### config.mk
export PLATFORM = sky130hd
export DESIGN_NAME = csi_sys_if
export DESIGN_NICKNAME = d
export VERILOG_FILES = /design/src/verilog/csi_pkg.sv /design/src/verilog/csi_mult_sel.sv /design/src/verilog/csi_valid_mem.sv /design/src/verilog/csi_sys_if.sv
export VERILOG_INCLUDE_DIRS = /design/src /design/src/verilog
export SDC_FILE = /design/constraint.sdc
export NUM_CORES = 1
export LEC_CHECK = 0
export BUFFER_PORTS_ARGS = -buffer_cell sky130_fd_sc_hd__buf_2
export CORE_ASPECT_RATIO = 1.1
export CORE_MARGIN = 2
export CORE_UTILIZATION = 49
export CTS_BUF_LIST = sky130_fd_sc_hd__clkbuf_2
export CTS_CLUSTER_DIAMETER = 60
export DETAILED_ROUTE_END_ITERATION = 8
export PLACE_DENSITY = 0.76
export SLEW_MARGIN = 20
export SYNTH_ARGS = -nofsm -noshare
export SYNTH_HDL_FRONTEND = slang
export SYNTH_SLANG_ARGS = --single-unit
### constraint.sdc
create_clock -name ref_clk -period 1.9 [get_ports ref_clk]
set_clock_uncertainty 0.05 [all_clocks]
set_input_delay 0.19 -clock ref_clk [delete_from_list [all_inputs] [get_ports ref_clk]]
set_output_delay 0.19 -clock ref_clk [all_outputs]
set_load 0.02 [all_outputs]
### src/verilog/csi_consts.svh
// constants of the cpu system interface: strap codes, factors, i/o ports, cache size
// assumes inclusion by the package and the design modules
`ifndef CSI_CONSTS_SVH
`define CSI_CONSTS_SVH

`define CSI_MSEL_W 3
`define CSI_MSEL_TEST 3'h0
`define CSI_MSEL_X10 3'h1
`define CSI_MSEL_X9 3'h2
`define CSI_MSEL_X5 3'h3
`define CSI_MSEL_X4 3'h4
`define CSI_MSEL_X6 3'h5
`define CSI_MSEL_X7 3'h6
`define CSI_MSEL_X8 3'h7
`define CSI_FACTOR_W 4
`define CSI_FACTOR_MAX 4'hA
`define CSI_FACTOR_TEST 4'h4
`define CSI_IO_ADDR_W 16
`define CSI_IO_FP_CLR0 16'h00F0
`define CSI_IO_FP_CLR1 16'h00F1
`define CSI_CACHE_IDX_W 4
`define CSI_CACHE_LAST 4'hF

`endif

### src/verilog/csi_pkg.sv
// types and the strap decode function of the cpu system interface
// assumes csi_consts.svh on the include path
`default_nettype none
`include "csi_consts.svh"

package csi_pkg;

  typedef enum logic [3:0] {
    CSI_ST_RESET = 4'h1,
    CSI_ST_RUN = 4'h2,
    CSI_ST_IRQ = 4'h4,
    CSI_ST_SMM = 4'h8
  } csi_state_t;

  typedef struct packed {
    logic valid;
    logic [`CSI_IO_ADDR_W-1:0] addr;
  } csi_io_wr_t;

  typedef struct packed {
    logic en;
    logic [`CSI_CACHE_IDX_W-1:0] idx;
    logic val;
  } csi_vwr_t;

  function automatic logic [`CSI_FACTOR_W-1:0] csi_factor(input logic [`CSI_MSEL_W-1:0] code);
    logic [`CSI_FACTOR_W-1:0] f;
    f = `CSI_FACTOR_TEST;
    case (code)
      `CSI_MSEL_X10: f = 4'hA;
      `CSI_MSEL_X9: f = 4'h9;
      `CSI_MSEL_X5: f = 4'h5;
      `CSI_MSEL_X4: f = 4'h4;
      `CSI_MSEL_X6: f = 4'h6;
      `CSI_MSEL_X7: f = 4'h7;
      `CSI_MSEL_X8: f = 4'h8;
      default: f = `CSI_FACTOR_TEST;
    endcase
    if (f > `CSI_FACTOR_MAX) begin
      f = `CSI_FACTOR_MAX;
    end
    return f;
  endfunction

endpackage

`default_nettype wire

### src/verilog/csi_mult_sel.sv
// core multiplier strap capture and decode
// assumes straps stable around reset release; captured while in reset
`timescale 1ns/10ps
`default_nettype none
`include "csi_consts.svh"

module csi_mult_sel (
  input wire logic ref_clk,
  input wire logic srst,
  input wire logic capture,
  input wire logic [`CSI_MSEL_W-1:0] core_multiplier_select,
  output logic [`CSI_FACTOR_W-1:0] factor_q,
  output logic test_mode_q
);

  // straps only matter while in reset; a change at run time is ignored
  always_ff @(posedge ref_clk) begin
    if (srst) begin
      factor_q <= `CSI_FACTOR_TEST;
      test_mode_q <= 1'b0;
    end else if (capture) begin
      factor_q <= csi_pkg::csi_factor(core_multiplier_select);
      test_mode_q <= (core_multiplier_select == `CSI_MSEL_TEST);
    end
  end

  factor_ceiling_a: assert property (@(posedge ref_clk) disable iff (srst)
    factor_q <= `CSI_FACTOR_MAX && factor_q != 4'h0)
    else $error("core factor out of range");

  test_code_a: assert property (@(posedge ref_clk) disable iff (srst)
    capture && core_multiplier_select == `CSI_MSEL_TEST |=>
      test_mode_q && factor_q == `CSI_FACTOR_TEST)
    else $error("test strap not decoded as factor four");

  ten_code_a: assert property (@(posedge ref_clk) disable iff (srst)
    capture && core_multiplier_select == `CSI_MSEL_X10 |=> factor_q == 4'hA && !test_mode_q)
    else $error("strap 001 not decoded as ten");

endmodule

`default_nettype wire

### src/verilog/csi_valid_mem.sv
// valid-bit store of the on-chip cache, one bit per line
// assumes one write and one read per cycle; read data registered
`timescale 1ns/10ps
`default_nettype none
`include "csi_consts.svh"

module csi_valid_mem (
  input wire logic ref_clk,
  input wire csi_pkg::csi_vwr_t wr,
  input wire logic [`CSI_CACHE_IDX_W-1:0] rd_idx,
  output logic rd_val_q
);

  logic mem_q [0:(1<<`CSI_CACHE_IDX_W)-1];

  // contents are not reset here; the owner sweeps them clear
  always_ff @(posedge ref_clk) begin
    if (wr.en) begin
      mem_q[wr.idx] <= wr.val;
    end
  end

  always_ff @(posedge ref_clk) begin
    rd_val_q <= mem_q[rd_idx];
  end

endmodule

`default_nettype wire

### src/verilog/csi_sys_if.sv
// cpu system interface: reset handling, clock strap, interrupt entry, fp error line
// assumes all pins synchronous to ref_clk except ext_reset_in, which is synchronised
// Notes on behaviour
// - strap 001..111 select core factors 10,9,5,4,6,7,8.
// - strap 000 gives factor four, test use only.
// - core factor never exceeds ten.
// - reset aborts all work and enters the reset state.
// - after reset everything starts from a known state.
// - reset invalidates every cache line.
// - external reset is synchronised and taken at a defined edge.
// - level request with interrupts enabled starts the service routine.
// - maskable request ignored while the interrupt-enable flag is clear.
// - floating-point error raises the fp error interrupt line.
// - i/o write to F0h or F1h drops the fp error line.
// - low system-management request puts the core in management state.
`timescale 1ns/10ps
`default_nettype none
`include "csi_consts.svh"

module csi_sys_if (
  input wire logic ref_clk,
  input wire logic srst,
  input wire logic ext_reset_in,
  input wire logic [`CSI_MSEL_W-1:0] core_multiplier_select,
  input wire logic maskable_irq_in,
  input wire logic flags_if_bit,
  input wire logic irq_service_done,
  input wire logic sys_mgmt_irq_n,
  input wire logic fp_error_event,
  input wire csi_pkg::csi_io_wr_t io_wr,
  input wire logic cache_fill,
  input wire logic [`CSI_CACHE_IDX_W-1:0] cache_fill_idx,
  input wire logic [`CSI_CACHE_IDX_W-1:0] cache_lookup_idx,
  output logic cache_line_valid,
  output logic fp_error_irq_out,
  output logic irq_take,
  output logic core_in_reset,
  output logic system_management_state,
  output logic in_irq_service,
  output logic [`CSI_FACTOR_W-1:0] core_factor,
  output logic core_test_mode
);

  logic rst_meta_q;
  logic rst_sync_q;
  logic core_rst;
  csi_pkg::csi_state_t state_q;
  csi_pkg::csi_state_t state_d;
  logic [`CSI_CACHE_IDX_W-1:0] sweep_idx_q;
  logic sweep_done_q;
  logic fp_irq_q;
  logic irq_take_q;
  logic fp_clear_wr;
  logic smi_req;
  logic irq_req;
  csi_pkg::csi_vwr_t vwr;
  logic vmem_rd;

  // two-stage synchroniser; the edge it is seen on is fixed by these flops
  always_ff @(posedge ref_clk) begin
    if (srst) begin
      rst_meta_q <= 1'b1;
      rst_sync_q <= 1'b1;
    end else begin
      rst_meta_q <= ext_reset_in;
      rst_sync_q <= rst_meta_q;
    end
  end

  assign core_rst = srst | rst_sync_q;

  assign smi_req = ~sys_mgmt_irq_n;
  assign irq_req = maskable_irq_in & flags_if_bit;
  assign fp_clear_wr = io_wr.valid &&
    (io_wr.addr == `CSI_IO_FP_CLR0 || io_wr.addr == `CSI_IO_FP_CLR1);

  // management request outranks the maskable request
  always_comb begin
    state_d = state_q;
    case (state_q)
      csi_pkg::CSI_ST_RESET: begin
        if (sweep_done_q) begin
          state_d = csi_pkg::CSI_ST_RUN;
        end
      end
      csi_pkg::CSI_ST_RUN: begin
        if (smi_req) begin
          state_d = csi_pkg::CSI_ST_SMM;
        end else if (irq_req) begin
          state_d = csi_pkg::CSI_ST_IRQ;
        end
      end
      csi_pkg::CSI_ST_IRQ: begin
        if (smi_req) begin
          state_d = csi_pkg::CSI_ST_SMM;
        end else if (irq_service_done) begin
          state_d = csi_pkg::CSI_ST_RUN;
        end
      end
      csi_pkg::CSI_ST_SMM: begin
        if (!smi_req) begin
          state_d = csi_pkg::CSI_ST_RUN;
        end
      end
      default: state_d = csi_pkg::CSI_ST_RESET;
    endcase
  end

  always_ff @(posedge ref_clk) begin
    if (core_rst) begin
      state_q <= csi_pkg::CSI_ST_RESET;
    end else begin
      state_q <= state_d;
    end
  end

  // one-cycle acknowledge when the service routine is entered
  always_ff @(posedge ref_clk) begin
    if (core_rst) begin
      irq_take_q <= 1'b0;
    end else begin
      irq_take_q <= (state_q == csi_pkg::CSI_ST_RUN) && !smi_req && irq_req;
    end
  end

  // sweep restarts on every reset, so a short pulse still clears every line
  always_ff @(posedge ref_clk) begin
    if (core_rst) begin
      sweep_idx_q <= '0;
      sweep_done_q <= 1'b0;
    end else if (state_q == csi_pkg::CSI_ST_RESET && !sweep_done_q) begin
      sweep_idx_q <= sweep_idx_q + 4'h1;
      sweep_done_q <= (sweep_idx_q == `CSI_CACHE_LAST);
    end
  end

  // fills are refused until the sweep has finished
  always_comb begin
    vwr.en = 1'b0;
    vwr.idx = cache_fill_idx;
    vwr.val = 1'b1;
    if (state_q == csi_pkg::CSI_ST_RESET) begin
      vwr.en = !sweep_done_q || core_rst;
      vwr.idx = sweep_idx_q;
      vwr.val = 1'b0;
    end else if (cache_fill) begin
      vwr.en = 1'b1;
    end
  end

  csi_valid_mem u_vmem (
    .ref_clk(ref_clk),
    .wr(vwr),
    .rd_idx(cache_lookup_idx),
    .rd_val_q(vmem_rd)
  );

  csi_mult_sel u_mult (
    .ref_clk(ref_clk),
    .srst(srst),
    .capture(core_rst),
    .core_multiplier_select(core_multiplier_select),
    .factor_q(core_factor),
    .test_mode_q(core_test_mode)
  );

  // set wins over a same-cycle clear so no error is lost
  always_ff @(posedge ref_clk) begin
    if (core_rst) begin
      fp_irq_q <= 1'b0;
    end else if (fp_error_event) begin
      fp_irq_q <= 1'b1;
    end else if (fp_clear_wr) begin
      fp_irq_q <= 1'b0;
    end
  end

  assign fp_error_irq_out = fp_irq_q;
  assign irq_take = irq_take_q;
  assign core_in_reset = (state_q == csi_pkg::CSI_ST_RESET);
  assign system_management_state = (state_q == csi_pkg::CSI_ST_SMM);
  assign in_irq_service = (state_q == csi_pkg::CSI_ST_IRQ);
  assign cache_line_valid = vmem_rd & ~core_in_reset;

  fp_set_a: assert property (@(posedge ref_clk) disable iff (core_rst)
    fp_error_event |=> fp_error_irq_out)
    else $error("fp error did not raise the line");

  fp_clear_a: assert property (@(posedge ref_clk) disable iff (core_rst)
    fp_clear_wr && !fp_error_event |=> !fp_error_irq_out)
    else $error("write to clear port left the line high");

  fp_hold_a: assert property (@(posedge ref_clk) disable iff (core_rst)
    fp_error_irq_out && !fp_clear_wr |=> fp_error_irq_out)
    else $error("fp error line dropped without a clear");

  fp_reset_a: assert property (@(posedge ref_clk)
    srst |=> !fp_error_irq_out && core_in_reset)
    else $error("reset left fp line or state active");

  irq_masked_a: assert property (@(posedge ref_clk) disable iff (core_rst)
    state_q == csi_pkg::CSI_ST_RUN && !flags_if_bit && !smi_req |=>
      !in_irq_service && !irq_take)
    else $error("masked request was taken");

  irq_entry_a: assert property (@(posedge ref_clk) disable iff (core_rst)
    state_q == csi_pkg::CSI_ST_RUN && irq_req && !smi_req |=> irq_take && in_irq_service)
    else $error("enabled request not serviced");

  smm_entry_a: assert property (@(posedge ref_clk) disable iff (core_rst)
    smi_req && !core_in_reset |=> system_management_state)
    else $error("management request not honoured");

  ext_reset_a: assert property (@(posedge ref_clk) disable iff (srst)
    ext_reset_in |-> ##3 core_in_reset)
    else $error("external reset not seen after two stages");

  sweep_len_a: assert property (@(posedge ref_clk) disable iff (core_rst)
    $fell(core_rst) |-> core_in_reset [*8] ##0 vwr.en && !vwr.val)
    else $error("sweep ended early or wrote a valid bit");

  irq_take_pulse_a: assert property (@(posedge ref_clk) disable iff (core_rst)
    irq_take |=> !irq_take)
    else $error("service acknowledge longer than one cycle");

  irq_exit_a: assert property (@(posedge ref_clk) disable iff (core_rst)
    in_irq_service && irq_service_done && !smi_req |=>
      !in_irq_service && !system_management_state)
    else $error("service routine did not return to run");

  irq_hold_a: assert property (@(posedge ref_clk) disable iff (core_rst)
    in_irq_service && !irq_service_done && !smi_req |=> in_irq_service)
    else $error("service routine left without completion");

  smm_over_irq_a: assert property (@(posedge ref_clk) disable iff (core_rst)
    smi_req && maskable_irq_in && flags_if_bit && !core_in_reset |=>
      system_management_state && !irq_take)
    else $error("maskable request beat the management request");

  smm_exit_a: assert property (@(posedge ref_clk) disable iff (core_rst)
    system_management_state && !smi_req |=>
      !system_management_state && !in_irq_service && !core_in_reset)
    else $error("management state not left when request dropped");

  reset_known_a: assert property (@(posedge ref_clk)
    core_rst |=> core_in_reset && !irq_take && !in_irq_service &&
      !system_management_state && !fp_error_irq_out)
    else $error("reset did not reach the known state");

  state_onehot_a: assert property (@(posedge ref_clk) disable iff (srst)
    $onehot(state_q))
    else $error("state register not one-hot");

  run_after_sweep_a: assert property (@(posedge ref_clk) disable iff (core_rst)
    core_in_reset && sweep_done_q |=> !core_in_reset)
    else $error("core did not start after the sweep");

  sweep_stay_a: assert property (@(posedge ref_clk) disable iff (core_rst)
    core_in_reset && !sweep_done_q |=> core_in_reset)
    else $error("core left reset before the sweep ended");

  sweep_clear_a: assert property (@(posedge ref_clk) disable iff (core_rst)
    core_in_reset && !sweep_done_q |->
      vwr.en && !vwr.val && vwr.idx == sweep_idx_q)
    else $error("sweep cycle wrote no invalid line");

  fill_refused_a: assert property (@(posedge ref_clk) disable iff (srst)
    core_in_reset |-> !(vwr.en && vwr.val))
    else $error("line marked valid during reset");

  sweep_all_lines_a: assert property (@(posedge ref_clk) disable iff (core_rst)
    $rose(sweep_done_q) |->
      $past(sweep_idx_q) == `CSI_CACHE_LAST)
    else $error("sweep finished before the last line");

  fp_quiet_a: assert property (@(posedge ref_clk) disable iff (core_rst)
    !fp_error_irq_out && !fp_error_event |=> !fp_error_irq_out)
    else $error("fp error line rose without an error");

  ext_first_stage_a: assert property (@(posedge ref_clk) disable iff (srst)
    ext_reset_in |=> rst_meta_q)
    else $error("external reset missed the first stage");

  ext_second_stage_a: assert property (@(posedge ref_clk) disable iff (srst)
    rst_meta_q |=> rst_sync_q)
    else $error("external reset missed the second stage");

  ext_no_early_a: assert property (@(posedge ref_clk) disable iff (srst)
    $rose(ext_reset_in) && !core_rst && !core_in_reset |=>
      !core_in_reset)
    else $error("external reset acted before synchronisation");

  factor_hold_a: assert property (@(posedge ref_clk) disable iff (srst)
    !core_rst |=> $stable(core_factor))
    else $error("core factor changed outside reset");

  test_mode_factor_a: assert property (@(posedge ref_clk) disable iff (srst)
    core_test_mode |-> core_factor == `CSI_FACTOR_TEST)
    else $error("test strap flag without factor four");

endmodule

`default_nettype wire

==> results of run 1 <==
## registers in the layout (all words and copies together), names as in the netlist, 4 cells and up
register and count:
u_vmem.mem_q 16, sweep_idx_q 4, u_mult.factor_q 4, state_q 4
## worst min-delay path by stage
stage | end | slack [ps]
6_report | state_q[2] | 20
5_1_grt | state_q[2] | 20
3_3_place_gp | rst_meta_q | 320
4_1_cts | state_q[2] | 4
2_1_floorplan | u_mult.factor_q[0] | 210
3_5_place_dp | rst_meta_q | 330
## power by group through the flow
| stage | sequential, mW | clock (mW) | combinational, mW |
|---|---|---|---|
| global route | 0.801 | 0.354 | 0.134 |
| global placement | 0.815 | 0 | 0.111 |
| floorplan | 0.823 | 0 | 0.0413 |
| detailed placement | 0.815 | 0 | 0.114 |
| CTS | 0.799 | 0.331 | 0.121 |
| finish | 0.799 | 0.318 | 0.121 |
## per-layer routing
| metal | vias up | GRT usage (%) | wire (um) |
|---|---|---|---|
| li1 | 741 | - | - |
| met5 | - | 0 | 0 |
| met3 | 6 | 5.17 | 160 |
| met1 | 684 | 18.1 | 1400 |
| met2 | 35 | 35.5 | 1890 |
| met4 | 0 | 7.98 | 50 |
## synth_stat cells, types with 3 or more instances
cell type  count  area (um2)
xnor2_1        4        35.0
nor3_2         4        40.0
or2_2          3        18.8
edfxtp_1      16         480
o21ai_0        4        20.0
nand2_1        6        22.5
nor3_1         3        15.0
dfxtp_1       19         380
o21a_1         3        22.5
nor3b_1        3        22.5
mux4_2         4        90.1
nor2b_1        3        18.8
a21oi_1        8        40.0
a31oi_1        6        37.5
a211oi_1       3        22.5
nor4b_1        5        43.8
inv_1          4        15.0
nand3_1        3        15.0
a31oi_4        3        63.8
nor2_1        28         105
clkbuf_1       5        18.8
## kinds of logic after synthesis
logic type	count (synthesis)	synth area share, %
flip-flops	35	48.2
AO/OA/AOI/OAI	33	14.5
adder cells (fa/ha/maj)	1	0.700
multiplexers	6	6.16
buffers and inverters	14	5.18
AND/OR/NAND/NOR	72	22.8
XOR/XNOR	5	2.45
## layout by cell type (no fill, tap or decap), types with 3 or more instances in the layout
master,synthesis,final
dfxtp_1,19,17
a31oi_4,3,3
nand3_1,3,3
edfxtp_1,16,16
a31oi_1,6,4
a21oi_1,8,8
nor3_2,4,5
clkbuf_2,0,7
o21a_1,3,3
or2_2,3,3
buf_4,1,13
inv_1,4,4
xnor2_1,4,4
o21ai_0,4,4
nor3b_1,3,3
nor4b_1,5,3
dlygate4sd3_1,0,4
nor2b_1,3,3
a211oi_1,3,3
nand2_1,6,6
nor2_1,28,28
buf_2,0,44
mux4_2,4,4
buf_6,2,3
## timing repair
item | CTS | global route
hold endpoints to repair | 6 | 0
cloned | 0 | 0
resized for setup | 7 | 7
hold buffers | 4 | 0
pin swaps | 1 | 2
buffers inserted | 2 | 0
endpoints found under the setup margin | 19 | 17
## per-stage QoR
step	setup TNS [ps]	hold slack (ps)	setup WS, ps
4_1_cts	-46.4	3.65	-24.2
3_5_place_dp	-310	329	-73.8
2_1_floorplan	0	209	11.3
6_report	0	23.9	24.2
5_1_grt	-97.6	22.3	-41.6
3_3_place_gp	-123	323	-39.4
## critical path, cell delays in order, from the launching register on
cell and delay (ps):
dfxtp_2 350, or4b_4 540, buf_6 160, clkinv_8 80, buf_4 140
## layout make-up
type                    count  area share (%)
clock buffers               7            1.55
inverters                   5            1.39
multi-input cells         117            38.6
flip-flops and latches     35            38.3
well taps                  50            2.78
repair buffers             64            17.4
==> results.py, run 1 <==
metrics = {
    "routing": {
        "drt-wirelength-per-cell_um": 12.6,
        "vias_per_cell": 5.27,
        "drt-total-wl_um": 3490,
        "detail-route-antenna-nets": 0,
        "drt-pass1-iter-count": 4,
        "via_count": 1466,
        "drc": 0,
        "drt_iter0_drc": 45,
    },
    "worst_setup_path": {
        "worstSetupStartpoint": "state_q[1]",
        "r2r_cells": 6,
        "crit_end": "core_in_reset",
        "start_kind": "flop",
        "crit_required_ps": 1660,
        "reg2reg_from": "state_q[1]",
        "r2r_setup_slack_ps": 40,
        "end_kind": "primary output",
        "crit_arrival_ps": 1640,
        "r2r_end": "u_vmem.mem_q[2]",
        "cp_max_fo": 13,
        "path_class": "flop to primary output",
    },
    "floorplanning": {
        "core_mm2": 0.00357,
        "io_pins": 48,
        "die_y_um": 67.3,
        "die-area_mm2": 0.00415,
        "rows": 23,
        "initial_utilization_pct": 50.1,
        "dieWidth_um": 61.6,
    },
    "power_and_ir_drop": {
        "swShare_pct": 23.0,
        "clockPowerShare_pct": 25.7,
        "p_int_uw": 953,
        "power_mw": 1.24,
        "comb_power_share_pct": 9.7,
        "leakage_nw": 0.909,
        "p_per_area_mw_per_mm2": 549,
        "switching_power_uw": 284,
        "p_seq_share_pct": 64.6,
        "ir_drop_v": 0.000392,
    },
    "final_layout": {
        "seq_area_um2": 863,
        "n_antenna_cell": 0,
        "multi_input_area_um2": 870,
        "fin_util_pct": 63.1,
        "drive_gt1_share_pct": 40.8,
        "stdcell_count": 278,
        "nFillCells": 338,
        "finish.instance_area_mm2": 0.00225,
        "nNetsFinal": 266,
        "areaGrowthSynthToFinish_pct": 26.1,
    },
    "sta": {
        "setup-violations-final": 0,
        "fin_crit_sh_pct": 98.7,
        "tightestPinTransition_ps": 354,
        "rsz0062_at_grt": "true",
        "fin_crit_ps": 1880,
        "relSlewSlack_pct": 76.3,
        "slew_violations": 0,
        "fmax_ghz": 0.533,
        "hold_violations": 0,
    },
    "clock_tree": {
        "clk_latency_ps": 360,
        "root_buffer": "clkbuf_2",
        "cts_buffers": 5,
        "cts_sinks": 35,
        "clock_path_buffers": 2,
        "cts.htree.levels": 2,
        "cts_tree": "done",
        "clk_pin_slew_ps": 150,
    },
    "synthesis": {
        "netlist_area_mm2": 0.00179,
        "synth_fp_nets": 204,
        "ys_seq_area_share_pct": 48.2,
        "ys_dominant_reg_cell": "dfxtp_1",
        "synth_warnings": 0,
        "synthCells": 166,
        "synth_cell_types": 45,
        "yosys_register_bits": 35,
        "async_flop_share_pct": 0,
        "synth_edf_count": 16,
        "syn_area_per_cell_um2": 10.8,
    },
    "job": {
        "cap_viol_max_count": 0,
    },
    "global_routing": {
        "grt-ovfl-total": 0,
        "grt_max_degree": 14,
        "grt_pass1_vias": 1408,
        "grt_pass1_wl_um": 5670,
        "grt_usage_pct": 18.6,
        "antenna_found_initial": 0,
    },
    "placement": {
        "numPortBuffers": 46,
        "dpl.hpwl_um": 2540,
        "dp.cells": 265,
        "dpl_cell_area_mm2": 0.00211,
        "place.gp.congestion": 0.784,
    },
    "outcome": {
        "status": "finished clean",
    },
    "hold_path": {
        "worstHoldPathType": "primary input to flop",
        "hold_start": "irq_service_done",
        "whs_path_depth": 3,
    },
}
Note: power is estimated with default switching activity, not from simulation.
==> inputs of run 2 (changes only) <==
PLACE_DENSITY = 0.78   (was 0.76)
==> run 2 against run 1 <==
  * The flow now finishes with violations (setup timing)
  * Non-clock buffer count increased by 6
  * Total power up 0.55%
  * Setup slack worse by 68 ps
  * First-iteration DRC count fell by 49%
  * Die area stayed put
  * Highest routed layer unchanged
==> results.py, run 2 (synthesis gave the netlist of run 1 again) <==
metrics = {
    "outcome": {
        "violations": "setup timing",
        "status": "finished, violations left",
    },
    "global_routing": {
        "grt_usage_pct": 19.1,
        "antenna_found_initial": 0,
        "grt_pass1_vias": 1427,
        "grt_max_degree": 17,
        "grt_pass1_wl_um": 5840,
        "grt-ovfl-total": 0,
    },
    "power_and_ir_drop": {
        "p_per_area_mw_per_mm2": 533,
        "comb_power_share_pct": 9.7,
        "p_seq_share_pct": 64.3,
        "ir_drop_v": 0.000403,
        "p_int_uw": 947,
        "switching_power_uw": 297,
        "leakage_nw": 0.944,
        "swShare_pct": 23.8,
        "clockPowerShare_pct": 26.0,
    },
    "clock_tree": {
        "cts_sinks": 35,
        "clk_pin_slew_ps": 150,
        "cts.htree.levels": 2,
        "cts_tree": "done",
        "root_buffer": "clkbuf_2",
        "clk_latency_ps": 370,
        "cts_buffers": 5,
        "clock_path_buffers": 2,
    },
    "routing": {
        "drt-wirelength-per-cell_um": 12.5,
        "drt-total-wl_um": 3560,
        "drt_iter0_drc": 23,
        "drt-pass1-iter-count": 4,
        "detail-route-antenna-nets": 0,
        "drc": 0,
        "via_count": 1477,
        "vias_per_cell": 5.18,
    },
    "sta": {
        "relSlewSlack_pct": 72.5,
        "fmax_ghz": 0.515,
        "fin_crit_sh_pct": 102,
        "tns_ps": -67.6,
        "fin_hold_ws_ps": 33.8,
        "hold_violations": 0,
        "setup-violations-final": 4,
        "rsz0062_at_grt": "true",
        "worst_slack_ps": -43.4,
        "tightestPinTransition_ps": 412,
        "fin_crit_ps": 1940,
        "slew_violations": 0,
    },
    "final_layout": {
        "stdcell_count": 285,
        "areaGrowthSynthToFinish_pct": 30.7,
        "layout_commonest_cell": "buf_2",
        "nNetsFinal": 272,
        "multi_input_area_um2": 897,
        "finish.instance_area_mm2": 0.00233,
        "n_antenna_cell": 0,
        "largest_reg_flops": 16,
        "nFillCells": 337,
        "layout_common_cells": "buf_2 (44), nor2_1 (21), dfxtp_1 (17), buf_4 (17), edfxtp_1 (16)",
        "seq_area_um2": 863,
        "drive_gt1_share_pct": 44.7,
        "top_register": "u_vmem.mem_q",
    },
    "worst_setup_path": {
        "crit_required_ps": 1660,
        "worstSetupStartpoint": "state_q[3]",
        "cp_max_fo": 3,
        "reg2reg_from": "state_q[3]",
        "end_kind": "primary output",
        "path_class": "flop to primary output",
        "start_kind": "flop",
        "crit_arrival_ps": 1700,
    },
    "placement": {
        "dpl.hpwl_um": 2660,
        "dpl_cell_area_mm2": 0.00213,
        "dp.cells": 268,
        "numPortBuffers": 46,
        "place.gp.congestion": 0.813,
        "post-place-ws_ps": -38.5,
    },
    "floorplanning": {
        "initial_utilization_pct": 50.1,
        "dieWidth_um": 61.6,
        "die-area_mm2": 0.00415,
        "rows": 23,
        "io_pins": 48,
        "core_mm2": 0.00357,
        "die_y_um": 67.3,
    },
    "hold_path": {
        "hold_start": "irq_service_done",
        "worstHoldPathType": "primary input to flop",
    },
    "job": {
        "cap_viol_max_count": 0,
    },
}
[run 2: cell types whose count changed in the layout (fill, tap and decap cells not counted), sizes merged]
| cell | previous run | this run |
|---|---|---|
| clkbuf | 7 | 6 |
| buf | 60 | 66 |
| inv | 4 | 6 |
[run 2: cell type report]
class	count	area share [%]
clock buffer	6	1.29
clock inverter	2	0.322
inverter	5	1.13
multi-input combinational	117	38.4
sequential	35	37.0
tap	50	2.68
timing repair buffer	70	19.2
[run 2: timing repair]
item                                    in CTS  in global routing
buffers inserted                             2                  3
hold buffers                                 4                  0
endpoints found under the setup margin       9                 10
resized for setup                            9                 16
pin swaps                                    1                  5
gates cloned                                 0                  0
endpoints found under the hold margin        5                  0
[run 2: layer usage]
metal  track usage (%)  part of all wire [%]
met1              19.1                    39
met2              36.2                    54
met3              6.32                   5.1
met4              5.59                   1.5
met5                 0                     0
[run 2: worst paths after layout]
| path | slack, ps | cells past startpoint | to |
|---|---|---|---|
| worst max-delay path | -40 | 4 | cache_line_valid |
| worst min-delay path | 30 | 3 | state_q[2] |
| worst max register to register | -10 | 5 | u_vmem.mem_q[6] |
| worst min register to register | 370 | 1 | rst_sync_q |
[run 2: stage by stage]
stage | power, mW | utilization [%]
after CTS | 1.25 | 63.3
after global routing | 1.29 | 65.4
after floorplan | 0.865 | -
after global placement | 0.927 | 59.7
after detailed placement | 0.930 | 59.7
final | 1.24 | 65.4
[run 2: worst max-delay path, cell delays in order (launching register included)]
cell	delay, ps
dfxtp_2	350
or4b_4	600
buf_8	150
and2_4	120
buf_6	120
[run 2: power by group through the flow]
stage	Combinational (mW)	Sequential, mW	Clock [mW]
after floorplan	0.0413	0.823	0
after global placement	0.112	0.815	0
after detailed placement	0.115	0.815	0
after CTS	0.122	0.799	0.329
after global routing	0.135	0.801	0.358
final	0.121	0.799	0.324
